--- config.mk ---
export PLATFORM = sky130hd
export DESIGN_NAME = mcm_channel_manager
export DESIGN_NICKNAME = d
export VERILOG_FILES = /design/src/core/mcm_pkg.sv /design/src/core/mcm_channel_manager.sv
export VERILOG_INCLUDE_DIRS = /design/src /design/src/core
export SDC_FILE = /design/constraint.sdc
export NUM_CORES = 1
export LEC_CHECK = 0
export ABC_AREA = 1
export BUFFER_PORTS_ARGS = -buffer_cell sky130_fd_sc_hd__buf_2
export CAP_MARGIN = 20
export CORE_UTILIZATION = 40
export DETAILED_ROUTE_END_ITERATION = 6
export GPL_TIMING_DRIVEN = 1
export SLEW_MARGIN = 10
export SYNTH_ARGS = -nofsm -noshare
export SYNTH_HDL_FRONTEND = slang
export SYNTH_SLANG_ARGS = --single-unit
--- constraint.sdc ---
create_clock -name mclk -period 3.29 [get_ports mclk]
set_clock_uncertainty 0.15 [all_clocks]
set_input_delay 0.658 -clock mclk [delete_from_list [all_inputs] [get_ports mclk]]
set_output_delay 0.658 -clock mclk [all_outputs]
set_load 0.02 [all_outputs]
--- src/core/mcm_defs.svh ---
// Constants of the motor channel manager: widths, offsets, fields, reset values
`ifndef MCM_DEFS_SVH
`define MCM_DEFS_SVH

// Widths
`define MCM_AW              4
`define MCM_DW              8
`define MCM_NCH             6

// Register offsets
`define MCM_OFF_PHASE       4'h0
`define MCM_OFF_POLARITY    4'h1
`define MCM_OFF_GROUP       4'h2
`define MCM_OFF_CTRL_A      4'h3
`define MCM_OFF_CTRL_B      4'h4
`define MCM_OFF_INT_MASK    4'h5
`define MCM_OFF_INT_STATUS  4'h6
`define MCM_OFF_PHASE_ACT   4'h7

// Field positions
`define MCM_CRA_ENABLE      0
`define MCM_CRA_DIRECT      1
`define MCM_CRB_AFTERZ      0
`define MCM_CRB_WAITZ       1
`define MCM_CRB_DEMAG       2
`define MCM_INT_EMERG       0
`define MCM_INT_COMM        1

// Reset values
`define MCM_RST_PHASE       6'h00
`define MCM_RST_POLARITY    6'h00
`define MCM_RST_GROUP       6'h00
`define MCM_RST_OS          3'h0
`define MCM_RST_INT         2'h0
`define MCM_ALL_ONE6        6'h3f
`define MCM_ZERO_DW         8'h00

// Output reset-state option codes
`define MCM_OPT_HIZ         2'h0
`define MCM_OPT_LOW         2'h1
`define MCM_OPT_HIGH        2'h2

`endif

--- src/core/mcm_pkg.sv ---
// Types shared by the motor channel manager and its bench
`include "mcm_defs.svh"
package mcm_pkg;

	// Register bus request from the master
	typedef struct packed {
		logic [`MCM_AW-1:0] addr;
		logic [`MCM_DW-1:0] wdata;
		logic               wr;
		logic               rd;
	} mcm_bus_req_t;

	// Step events from the timing and detection logic
	typedef struct packed {
		logic c_ev;
		logic d_ev;
		logic z_ev;
	} mcm_events_t;

	// Step phase, one-hot
	typedef enum logic [2:0] {
		MCM_ST_DEMAG  = 3'b001,
		MCM_ST_WAITZ  = 3'b010,
		MCM_ST_AFTERZ = 3'b100
	} mcm_step_t;

endpackage

--- src/core/mcm_channel_manager.sv ---
// Motor channel manager: phase state, polarity, PWM group routing and emergency stop
//
// The strobed register port and the address map were chosen for this implementation.
`timescale 1ns/1ps
`default_nettype none
`include "mcm_defs.svh"

// Functional notes
// - Preloaded phase bits move in on C event
// - Polarity and phase bit set channel level
// - Direct access writes the active phase
// - Direct phase write raises internal C event
// - Direct mode uses after-zero select only
// - Enable clear forces reset state, else run
// - Reset state is hi-Z, low or high
// - Group bit 0 high, 1 low channel
// - PWM routed per step phase to groups
// - Demag select preloaded, latched at C event
// - Wait-zero select rules from D to Z
// - After-zero select rules from Z to C
// - Emergency low forces outputs asynchronously
// - Emergency low clears motor output enable
// - Emergency interrupt only when mask bit set
// - Emergency shutdown path needs no clock
// - Output follows instantaneous PWM and state
module mcm_channel_manager (
	input  wire logic                 mclk,
	input  wire logic                 resetn,
	input  wire mcm_pkg::mcm_bus_req_t bus_req,
	output logic [`MCM_DW-1:0]        bus_rdata,
	input  wire mcm_pkg::mcm_events_t step_events,
	input  wire logic                 pwm_in,
	input  wire logic [1:0]           reset_state_opt,
	input  wire logic                 emergency_stop_in_n,
	output logic [`MCM_NCH-1:0]       motor_channel_output,
	output logic [`MCM_NCH-1:0]       motor_channel_oe,
	output logic                      irq
);
	import mcm_pkg::*;

	logic [`MCM_NCH-1:0] phase_state_bits;
	logic [`MCM_NCH-1:0] phase_active;
	logic [`MCM_NCH-1:0] polarity_bits;
	logic [`MCM_NCH-1:0] channel_group_bits;
	logic                motor_output_enable;
	logic                direct_access;
	logic                after_zero_pwm_select;
	logic                wait_zero_pwm_select;
	logic                demag_pwm_select;
	logic                demag_select_active;
	logic [1:0]          int_mask;
	logic [1:0]          int_status;
	logic                emerg_prev;
	mcm_step_t           step;

	logic                wr_phase;
	logic                wr_polarity;
	logic                wr_group;
	logic                wr_ctrl_a;
	logic                wr_ctrl_b;
	logic                wr_mask;
	logic                rd_status;
	logic                c_int;
	logic                emerg_fall;
	logic                next_demag_select;
	logic                pwm_sel;
	logic [1:0]          int_set;

	// Level of one channel while running: phase off gives the inactive level
	function automatic logic channel_level(
		input logic phase,
		input logic pol,
		input logic grp,
		input logic sel,
		input logic pwm
	);
		logic on;
		on = phase & ((grp == sel) ? pwm : 1'b1);
		channel_level = pol ? on : ~on;
	endfunction

	// Write and read decode
	always_comb begin
		wr_phase    = 1'b0;
		wr_polarity = 1'b0;
		wr_group    = 1'b0;
		wr_ctrl_a   = 1'b0;
		wr_ctrl_b   = 1'b0;
		wr_mask     = 1'b0;
		rd_status   = bus_req.rd && (bus_req.addr == `MCM_OFF_INT_STATUS);
		if (!bus_req.wr) begin
			wr_phase = 1'b0;
		end else if (bus_req.addr == `MCM_OFF_PHASE) begin
			wr_phase = 1'b1;
		end else if (bus_req.addr == `MCM_OFF_POLARITY) begin
			wr_polarity = 1'b1;
		end else if (bus_req.addr == `MCM_OFF_GROUP) begin
			wr_group = 1'b1;
		end else if (bus_req.addr == `MCM_OFF_CTRL_A) begin
			wr_ctrl_a = 1'b1;
		end else if (bus_req.addr == `MCM_OFF_CTRL_B) begin
			wr_ctrl_b = 1'b1;
		end else if (bus_req.addr == `MCM_OFF_INT_MASK) begin
			wr_mask = 1'b1;
		end
	end

	// Internal commutation: external C or a direct-mode phase write
	assign c_int      = step_events.c_ev | (wr_phase & direct_access);
	assign emerg_fall = emerg_prev & ~emergency_stop_in_n;
	// Demag select written in the C cycle itself takes effect at once
	assign next_demag_select = wr_ctrl_b ? bus_req.wdata[`MCM_CRB_DEMAG] : demag_pwm_select;
	assign int_set = {c_int, emerg_fall};

	// Preload stage of the phase bits
	always_ff @(posedge mclk) begin
		if (!resetn) begin
			phase_state_bits <= `MCM_RST_PHASE;
		end else if (wr_phase) begin
			phase_state_bits <= bus_req.wdata[`MCM_NCH-1:0];
		end
	end

	// Active phase register
	always_ff @(posedge mclk) begin
		if (!resetn) begin
			phase_active <= `MCM_RST_PHASE;
		end else if (wr_phase && direct_access) begin
			phase_active <= bus_req.wdata[`MCM_NCH-1:0];
		end else if (step_events.c_ev) begin
			phase_active <= phase_state_bits;
		end
	end

	// Polarity and group registers
	always_ff @(posedge mclk) begin
		if (!resetn) begin
			polarity_bits      <= `MCM_RST_POLARITY;
			channel_group_bits <= `MCM_RST_GROUP;
		end else begin
			if (wr_polarity) begin
				polarity_bits <= bus_req.wdata[`MCM_NCH-1:0];
			end
			if (wr_group) begin
				channel_group_bits <= bus_req.wdata[`MCM_NCH-1:0];
			end
		end
	end

	// Control A; emergency beats a software set of the enable
	always_ff @(posedge mclk) begin
		if (!resetn) begin
			motor_output_enable <= 1'b0;
			direct_access       <= 1'b0;
		end else begin
			if (wr_ctrl_a) begin
				motor_output_enable <= bus_req.wdata[`MCM_CRA_ENABLE];
				direct_access       <= bus_req.wdata[`MCM_CRA_DIRECT];
			end
			if (!emergency_stop_in_n) begin
				motor_output_enable <= 1'b0;
			end
		end
	end

	// Control B and the demag select active copy
	always_ff @(posedge mclk) begin
		if (!resetn) begin
			{demag_pwm_select, wait_zero_pwm_select, after_zero_pwm_select} <= `MCM_RST_OS;
			demag_select_active <= 1'b0;
		end else begin
			if (wr_ctrl_b) begin
				after_zero_pwm_select <= bus_req.wdata[`MCM_CRB_AFTERZ];
				wait_zero_pwm_select  <= bus_req.wdata[`MCM_CRB_WAITZ];
				demag_pwm_select      <= bus_req.wdata[`MCM_CRB_DEMAG];
			end
			if (c_int) begin
				demag_select_active <= next_demag_select;
			end
		end
	end

	// Step phase tracker: C starts demag, D waits for Z, Z runs to next C
	always_ff @(posedge mclk) begin
		if (!resetn) begin
			step <= MCM_ST_AFTERZ;
		end else if (c_int) begin
			step <= MCM_ST_DEMAG;
		end else begin
			case (step)
				MCM_ST_DEMAG: begin
					if (step_events.d_ev) begin
						step <= MCM_ST_WAITZ;
					end
				end
				MCM_ST_WAITZ: begin
					if (step_events.z_ev) begin
						step <= MCM_ST_AFTERZ;
					end
				end
				MCM_ST_AFTERZ: begin
					step <= MCM_ST_AFTERZ;
				end
				default: begin
					step <= MCM_ST_AFTERZ;
				end
			endcase
		end
	end

	// Interrupt mask and sticky status; a set in the clearing read wins
	always_ff @(posedge mclk) begin
		if (!resetn) begin
			int_mask   <= `MCM_RST_INT;
			int_status <= `MCM_RST_INT;
			emerg_prev <= 1'b1;
		end else begin
			emerg_prev <= emergency_stop_in_n;
			if (wr_mask) begin
				int_mask <= bus_req.wdata[1:0];
			end
			int_status <= (rd_status ? `MCM_RST_INT : int_status) | int_set;
		end
	end

	// Emergency line only requests the CPU through its mask bit
	assign irq = |(int_status & int_mask);

	// Read data, valid the cycle after the strobe only
	always_ff @(posedge mclk) begin
		if (!resetn) begin
			bus_rdata <= `MCM_ZERO_DW;
		end else if (!bus_req.rd) begin
			bus_rdata <= `MCM_ZERO_DW;
		end else if (bus_req.addr == `MCM_OFF_PHASE) begin
			bus_rdata <= {2'h0, phase_state_bits};
		end else if (bus_req.addr == `MCM_OFF_POLARITY) begin
			bus_rdata <= {2'h0, polarity_bits};
		end else if (bus_req.addr == `MCM_OFF_GROUP) begin
			bus_rdata <= {2'h0, channel_group_bits};
		end else if (bus_req.addr == `MCM_OFF_CTRL_A) begin
			bus_rdata <= {6'h00, direct_access, motor_output_enable};
		end else if (bus_req.addr == `MCM_OFF_CTRL_B) begin
			bus_rdata <= {5'h00, demag_pwm_select, wait_zero_pwm_select, after_zero_pwm_select};
		end else if (bus_req.addr == `MCM_OFF_INT_MASK) begin
			bus_rdata <= {6'h00, int_mask};
		end else if (bus_req.addr == `MCM_OFF_INT_STATUS) begin
			bus_rdata <= {6'h00, int_status};
		end else if (bus_req.addr == `MCM_OFF_PHASE_ACT) begin
			bus_rdata <= {2'h0, phase_active};
		end else begin
			bus_rdata <= `MCM_ZERO_DW;
		end
	end

	// Group that receives PWM in the current step
	always_comb begin
		if (direct_access) begin
			pwm_sel = after_zero_pwm_select;
		end else begin
			case (step)
				MCM_ST_DEMAG:  pwm_sel = demag_select_active;
				MCM_ST_WAITZ:  pwm_sel = wait_zero_pwm_select;
				MCM_ST_AFTERZ: pwm_sel = after_zero_pwm_select;
				default:       pwm_sel = after_zero_pwm_select;
			endcase
		end
	end

	// Output stage: pure gates from the emergency pin, so no clock is needed
	always_comb begin
		for (int i = 0; i < `MCM_NCH; i++) begin
			if (!emergency_stop_in_n || !motor_output_enable) begin
				case (reset_state_opt)
					`MCM_OPT_LOW: begin
						motor_channel_output[i] = 1'b0;
						motor_channel_oe[i]     = 1'b1;
					end
					`MCM_OPT_HIGH: begin
						motor_channel_output[i] = 1'b1;
						motor_channel_oe[i]     = 1'b1;
					end
					default: begin
						motor_channel_output[i] = 1'b0;
						motor_channel_oe[i]     = 1'b0;
					end
				endcase
			end else begin
				// Live PWM reaches the pin with no register in the way
				motor_channel_output[i] = channel_level(phase_active[i], polarity_bits[i],
					channel_group_bits[i], pwm_sel, pwm_in);
				motor_channel_oe[i]     = 1'b1;
			end
		end
	end

	// Checks
	a_preload_copy: assert property (@(posedge mclk) disable iff (!resetn)
		step_events.c_ev && !(wr_phase && direct_access) |=> phase_active == $past(phase_state_bits))
		else $error("phase preload not copied on C event");

	a_phase_hold: assert property (@(posedge mclk) disable iff (!resetn)
		!c_int |=> $stable(phase_active))
		else $error("active phase changed without C event");

	a_direct_write: assert property (@(posedge mclk) disable iff (!resetn)
		wr_phase && direct_access |=> phase_active == $past(bus_req.wdata[`MCM_NCH-1:0]))
		else $error("direct phase write not applied");

	a_direct_cevent: assert property (@(posedge mclk) disable iff (!resetn)
		wr_phase && direct_access |=> step == MCM_ST_DEMAG)
		else $error("direct write raised no commutation");

	a_polarity_off: assert property (@(posedge mclk) disable iff (!resetn)
		emergency_stop_in_n && motor_output_enable && !phase_active[0]
		|-> motor_channel_output[0] == ~polarity_bits[0] && motor_channel_oe[0])
		else $error("off channel level wrong");

	a_direct_group: assert property (@(posedge mclk) disable iff (!resetn)
		emergency_stop_in_n && motor_output_enable && direct_access && phase_active[0]
		&& channel_group_bits[0] != after_zero_pwm_select
		|-> motor_channel_output[0] == polarity_bits[0])
		else $error("unselected group carried PWM");

	a_emerg_outputs: assert property (@(posedge mclk) disable iff (!resetn)
		!emergency_stop_in_n && reset_state_opt == `MCM_OPT_HIZ |-> motor_channel_oe == 6'h00)
		else $error("emergency did not float outputs");

	a_emerg_enable: assert property (@(posedge mclk) disable iff (!resetn)
		!emergency_stop_in_n |=> !motor_output_enable ##0 int_status[`MCM_INT_EMERG] || !$past(emerg_prev))
		else $error("emergency left output enable set");

	a_emerg_irq: assert property (@(posedge mclk) disable iff (!resetn)
		emerg_fall && int_mask[`MCM_INT_EMERG] && !wr_mask |=> irq)
		else $error("emergency interrupt missing");

	a_waitz_step: assert property (@(posedge mclk) disable iff (!resetn)
		step == MCM_ST_DEMAG && step_events.d_ev && !c_int |=> step == MCM_ST_WAITZ)
		else $error("D event did not enter wait-zero");

	a_demag_latch: assert property (@(posedge mclk) disable iff (!resetn)
		c_int |=> demag_select_active == $past(next_demag_select))
		else $error("demag select not latched at C");

endmodule // mcm_channel_manager
`default_nettype wire

==> impl_metrics.ini <==
[setup_path]
critPathLaunchType = flop
cp.buffers_inverters = 1
max_stage_delay_ps = 330
arrival_ps = 1840
crit_path_top_delay_cell = dfxtp_1
path_class = reg -> out
critPathCaptureType = primary output
path_common_cell = nand2_1
cp.required_ps = 2480
path_cells = nor2_1 > nand2_1 > nand2_1 > nand2_1 > nand2_2 > nand2_2 > nand2_1 > nand3_1 > nand2_1 > nand2_1 > nand3_1 > nand2_1 > buf_2
cp_max_fo = 7
crit_family = simple AND/OR/NAND/NOR gates

[finish]
fin_nets = 377
fillers = 614
antenna_cells = 0
syn2layout_area_growth_pct = 10.94
drive_above_1_share_pct = 19.49

[placement]
globalplace.congestion = 0.8206
hpwl_um = 4364
io_buffers = 39

[synth]
yosys.cell_count.top_type = nand2_1
ys_ff_latch = 44
avgSynthCellArea_um2 = 7.243
synthTopCellsByCount = nand2_1 (73), dfxtp_1 (44), inv_1 (40)
syn_area_um2 = 2332
ys_top_cells_by_area = dfxtp_1 (38%), nand2_1 (12%), a21oi_1 (7.5%), nand3_1 (6.7%), inv_1 (6.4%)
synth_edf_count = 0
synthArstFlopShare_pct = 0
netlist.area_leader.share_pct = 37.77
yosysWarnings = 0
synthCells = 322
ys.flop_type = dfxtp_1
yosysTopAreaCell = dfxtp_1
yosysUniqueCellTypes = 39
seq_area_frac_synth_pct = 37.77

[detailed_routing]
drc = 5
via_per_inst = 5.038
ant_nets = 0
wl_um = 5806
drt_pass1_iterations = 7
wl_per_cell_um = 13.63
drtIter0Drc = 121
vias = 2146

[timing]
drv_slew = 0
tightest_slew_ps = 556.9
fin_crit_ps = 2651
maxSlewHeadroom_pct = 62.88
min_period_over_period_pct = 80.58
setup-violations-final = 0
hold_viol_final = 0
fin_setup_tns_ps = 0
fmax_ghz = 0.3772
rsz0062_at_grt = false

[global_route]
overflow = 0
track_usage_pct = 20.79
grt_max_degree = 28
antenna_found_initial = 0
grt_pass1_vias = 1986
grt_pass1_wl_um = 9742

[job]
drv_cap = 0

[clock_tree]
cts_max_level = 2
postCtsSetupBuffers = 0
cts_max_path_buffers = 2
ctsResizeCount = 0
clk_latency_ps = 290
cts_buffers = 5
ctsHoldBuffers = 0
cts_root_buf = clkbuf_8
cts_tree = built
clkTransAtPathRegs_ps = 80
numClockSinks = 44

[power_and_ir_drop]
ir_drop_v = 0.0002127
power_mw = 1.030
powerDensity_nw_per_um2 = 398.0
p_leak_nw = 1.032

[floorplanning]
num_rows = 27
die_h_um = 78.36
die_w_um = 78.36
initial_core_util_pct = 41.84
die_area_um2 = 6140
coreArea_um2 = 5574
ios = 44

[min_path]
hp-class = reg -> reg

[status]
status = complete, but fails checks
failed_checks = DRC
-- final timing paths --
kind	from	endpoint	slack [ps]	cells after the start
max	step[0]	motor_channel_output[2]	640	13
min	emerg_prev	int_status[0]	310	2
max reg2reg	direct_access	step[1]	1840	5
min reg2reg	emerg_prev	int_status[0]	310	2
-- per-stage QoR --
| step | hold slack (ps) | area (um^2) | instances | utilization (%) | worst slack, ps |
|---|---|---|---|---|---|
| 6_report | 308.5 | 2587 | 426 | 46.42 | 638.8 |
| 5_1_grt | 342.9 | 2587 | 426 | 46.42 | 395.6 |
| 4_1_cts | 316.6 | 2587 | 426 | 46.42 | 635.5 |
| 3_5_place_dp | 305.3 | 2497 | 418 | 44.80 | 970.4 |
| 3_3_place_gp | 294.9 | 2497 | 418 | 44.80 | 971.0 |
| 2_1_floorplan | 278.9 | 2336 | 323 | - | 1087 |
-- cells in the final DEF (no fill, tap or decap), drive strengths merged --
| cell | Yosys | routed |
|---|---|---|
| dfxtp | 44 | 44 |
| inv | 41 | 41 |
| a21oi | 36 | 36 |
| clkinv | 1 | 1 |
| a211oi | 1 | 1 |
| nor3 | 3 | 3 |
| mux2i | 2 | 2 |
| nand2 | 81 | 81 |
| o22ai | 9 | 9 |
| nor3b | 1 | 1 |
| or2 | 1 | 1 |
| a41oi | 1 | 1 |
| o21a | 1 | 1 |
| a31oi | 1 | 1 |
| nand4 | 3 | 3 |
| clkbuf | 4 | 8 |
| nor2 | 16 | 16 |
| o21ai | 28 | 28 |
| nand3 | 32 | 32 |
| conb | 1 | 2 |
| ha | 1 | 1 |
| and3 | 1 | 1 |
| buf | 12 | 39 |
| o32ai | 1 | 1 |
-- metal layers --
metal / GRT usage (%) / share of wire, % / vias to the layer above / wire length, um
met5: 0 / 0 / - / 0
met4: 7.222 / 1.2 / 0 / 72
met3: 3.256 / 4.8 / 8 / 278
met2: 33.95 / 45 / 69 / 2613
met1: 27.77 / 49 / 948 / 2842
li1: - / - / 1121 / -
-- cell type report --
class,instances,area [um^2],share of cell area (%)
Timing Repair Buffer,39,195.2,7.544
Inverter,42,167.7,6.480
Tap cell,72,90.09,3.482
Sequential cell,44,880.8,34.04
Clock buffer,8,90.09,3.482
Multi-Input combinational cell,221,1164,44.97
-- sequential cells by signal, indices dropped and copies added (netlist names), 2 cells and up --
| signal | count |
|---|---|
| phase_state_bits | 6 |
| phase_active | 6 |
| bus_rdata | 6 |
| polarity_bits | 6 |
| int_status | 2 |
| channel_group_bits | 6 |
| int_mask | 2 |
| step | 3 |
-- where the power goes --
part / internal [mW] / switching (mW)
Clock: 0.171 / 0.174
Combinational: 0.0407 / 0.0927
Sequential: 0.544 / 0.00682
-- logic make-up after synthesis --
group | share of synthesized area [%]
AO/OA/AOI/OAI | 18.99
adder cells (fa/ha/maj) | 0.5364
buffers and inverters | 12.50
flip-flops | 37.77
multiplexers | 0.8584
other | 0.1608
AND/OR/NAND/NOR | 29.18
-- tightest hold or removal path: cells and delay by family (launching register included) --
family             cells  cell delay (ps)
and+or+nand+nor        1               60
AOI/OAI and AO/OA      1               60
DFF                    1              300
No activity file was read; power rests on OpenSTA's default activity.
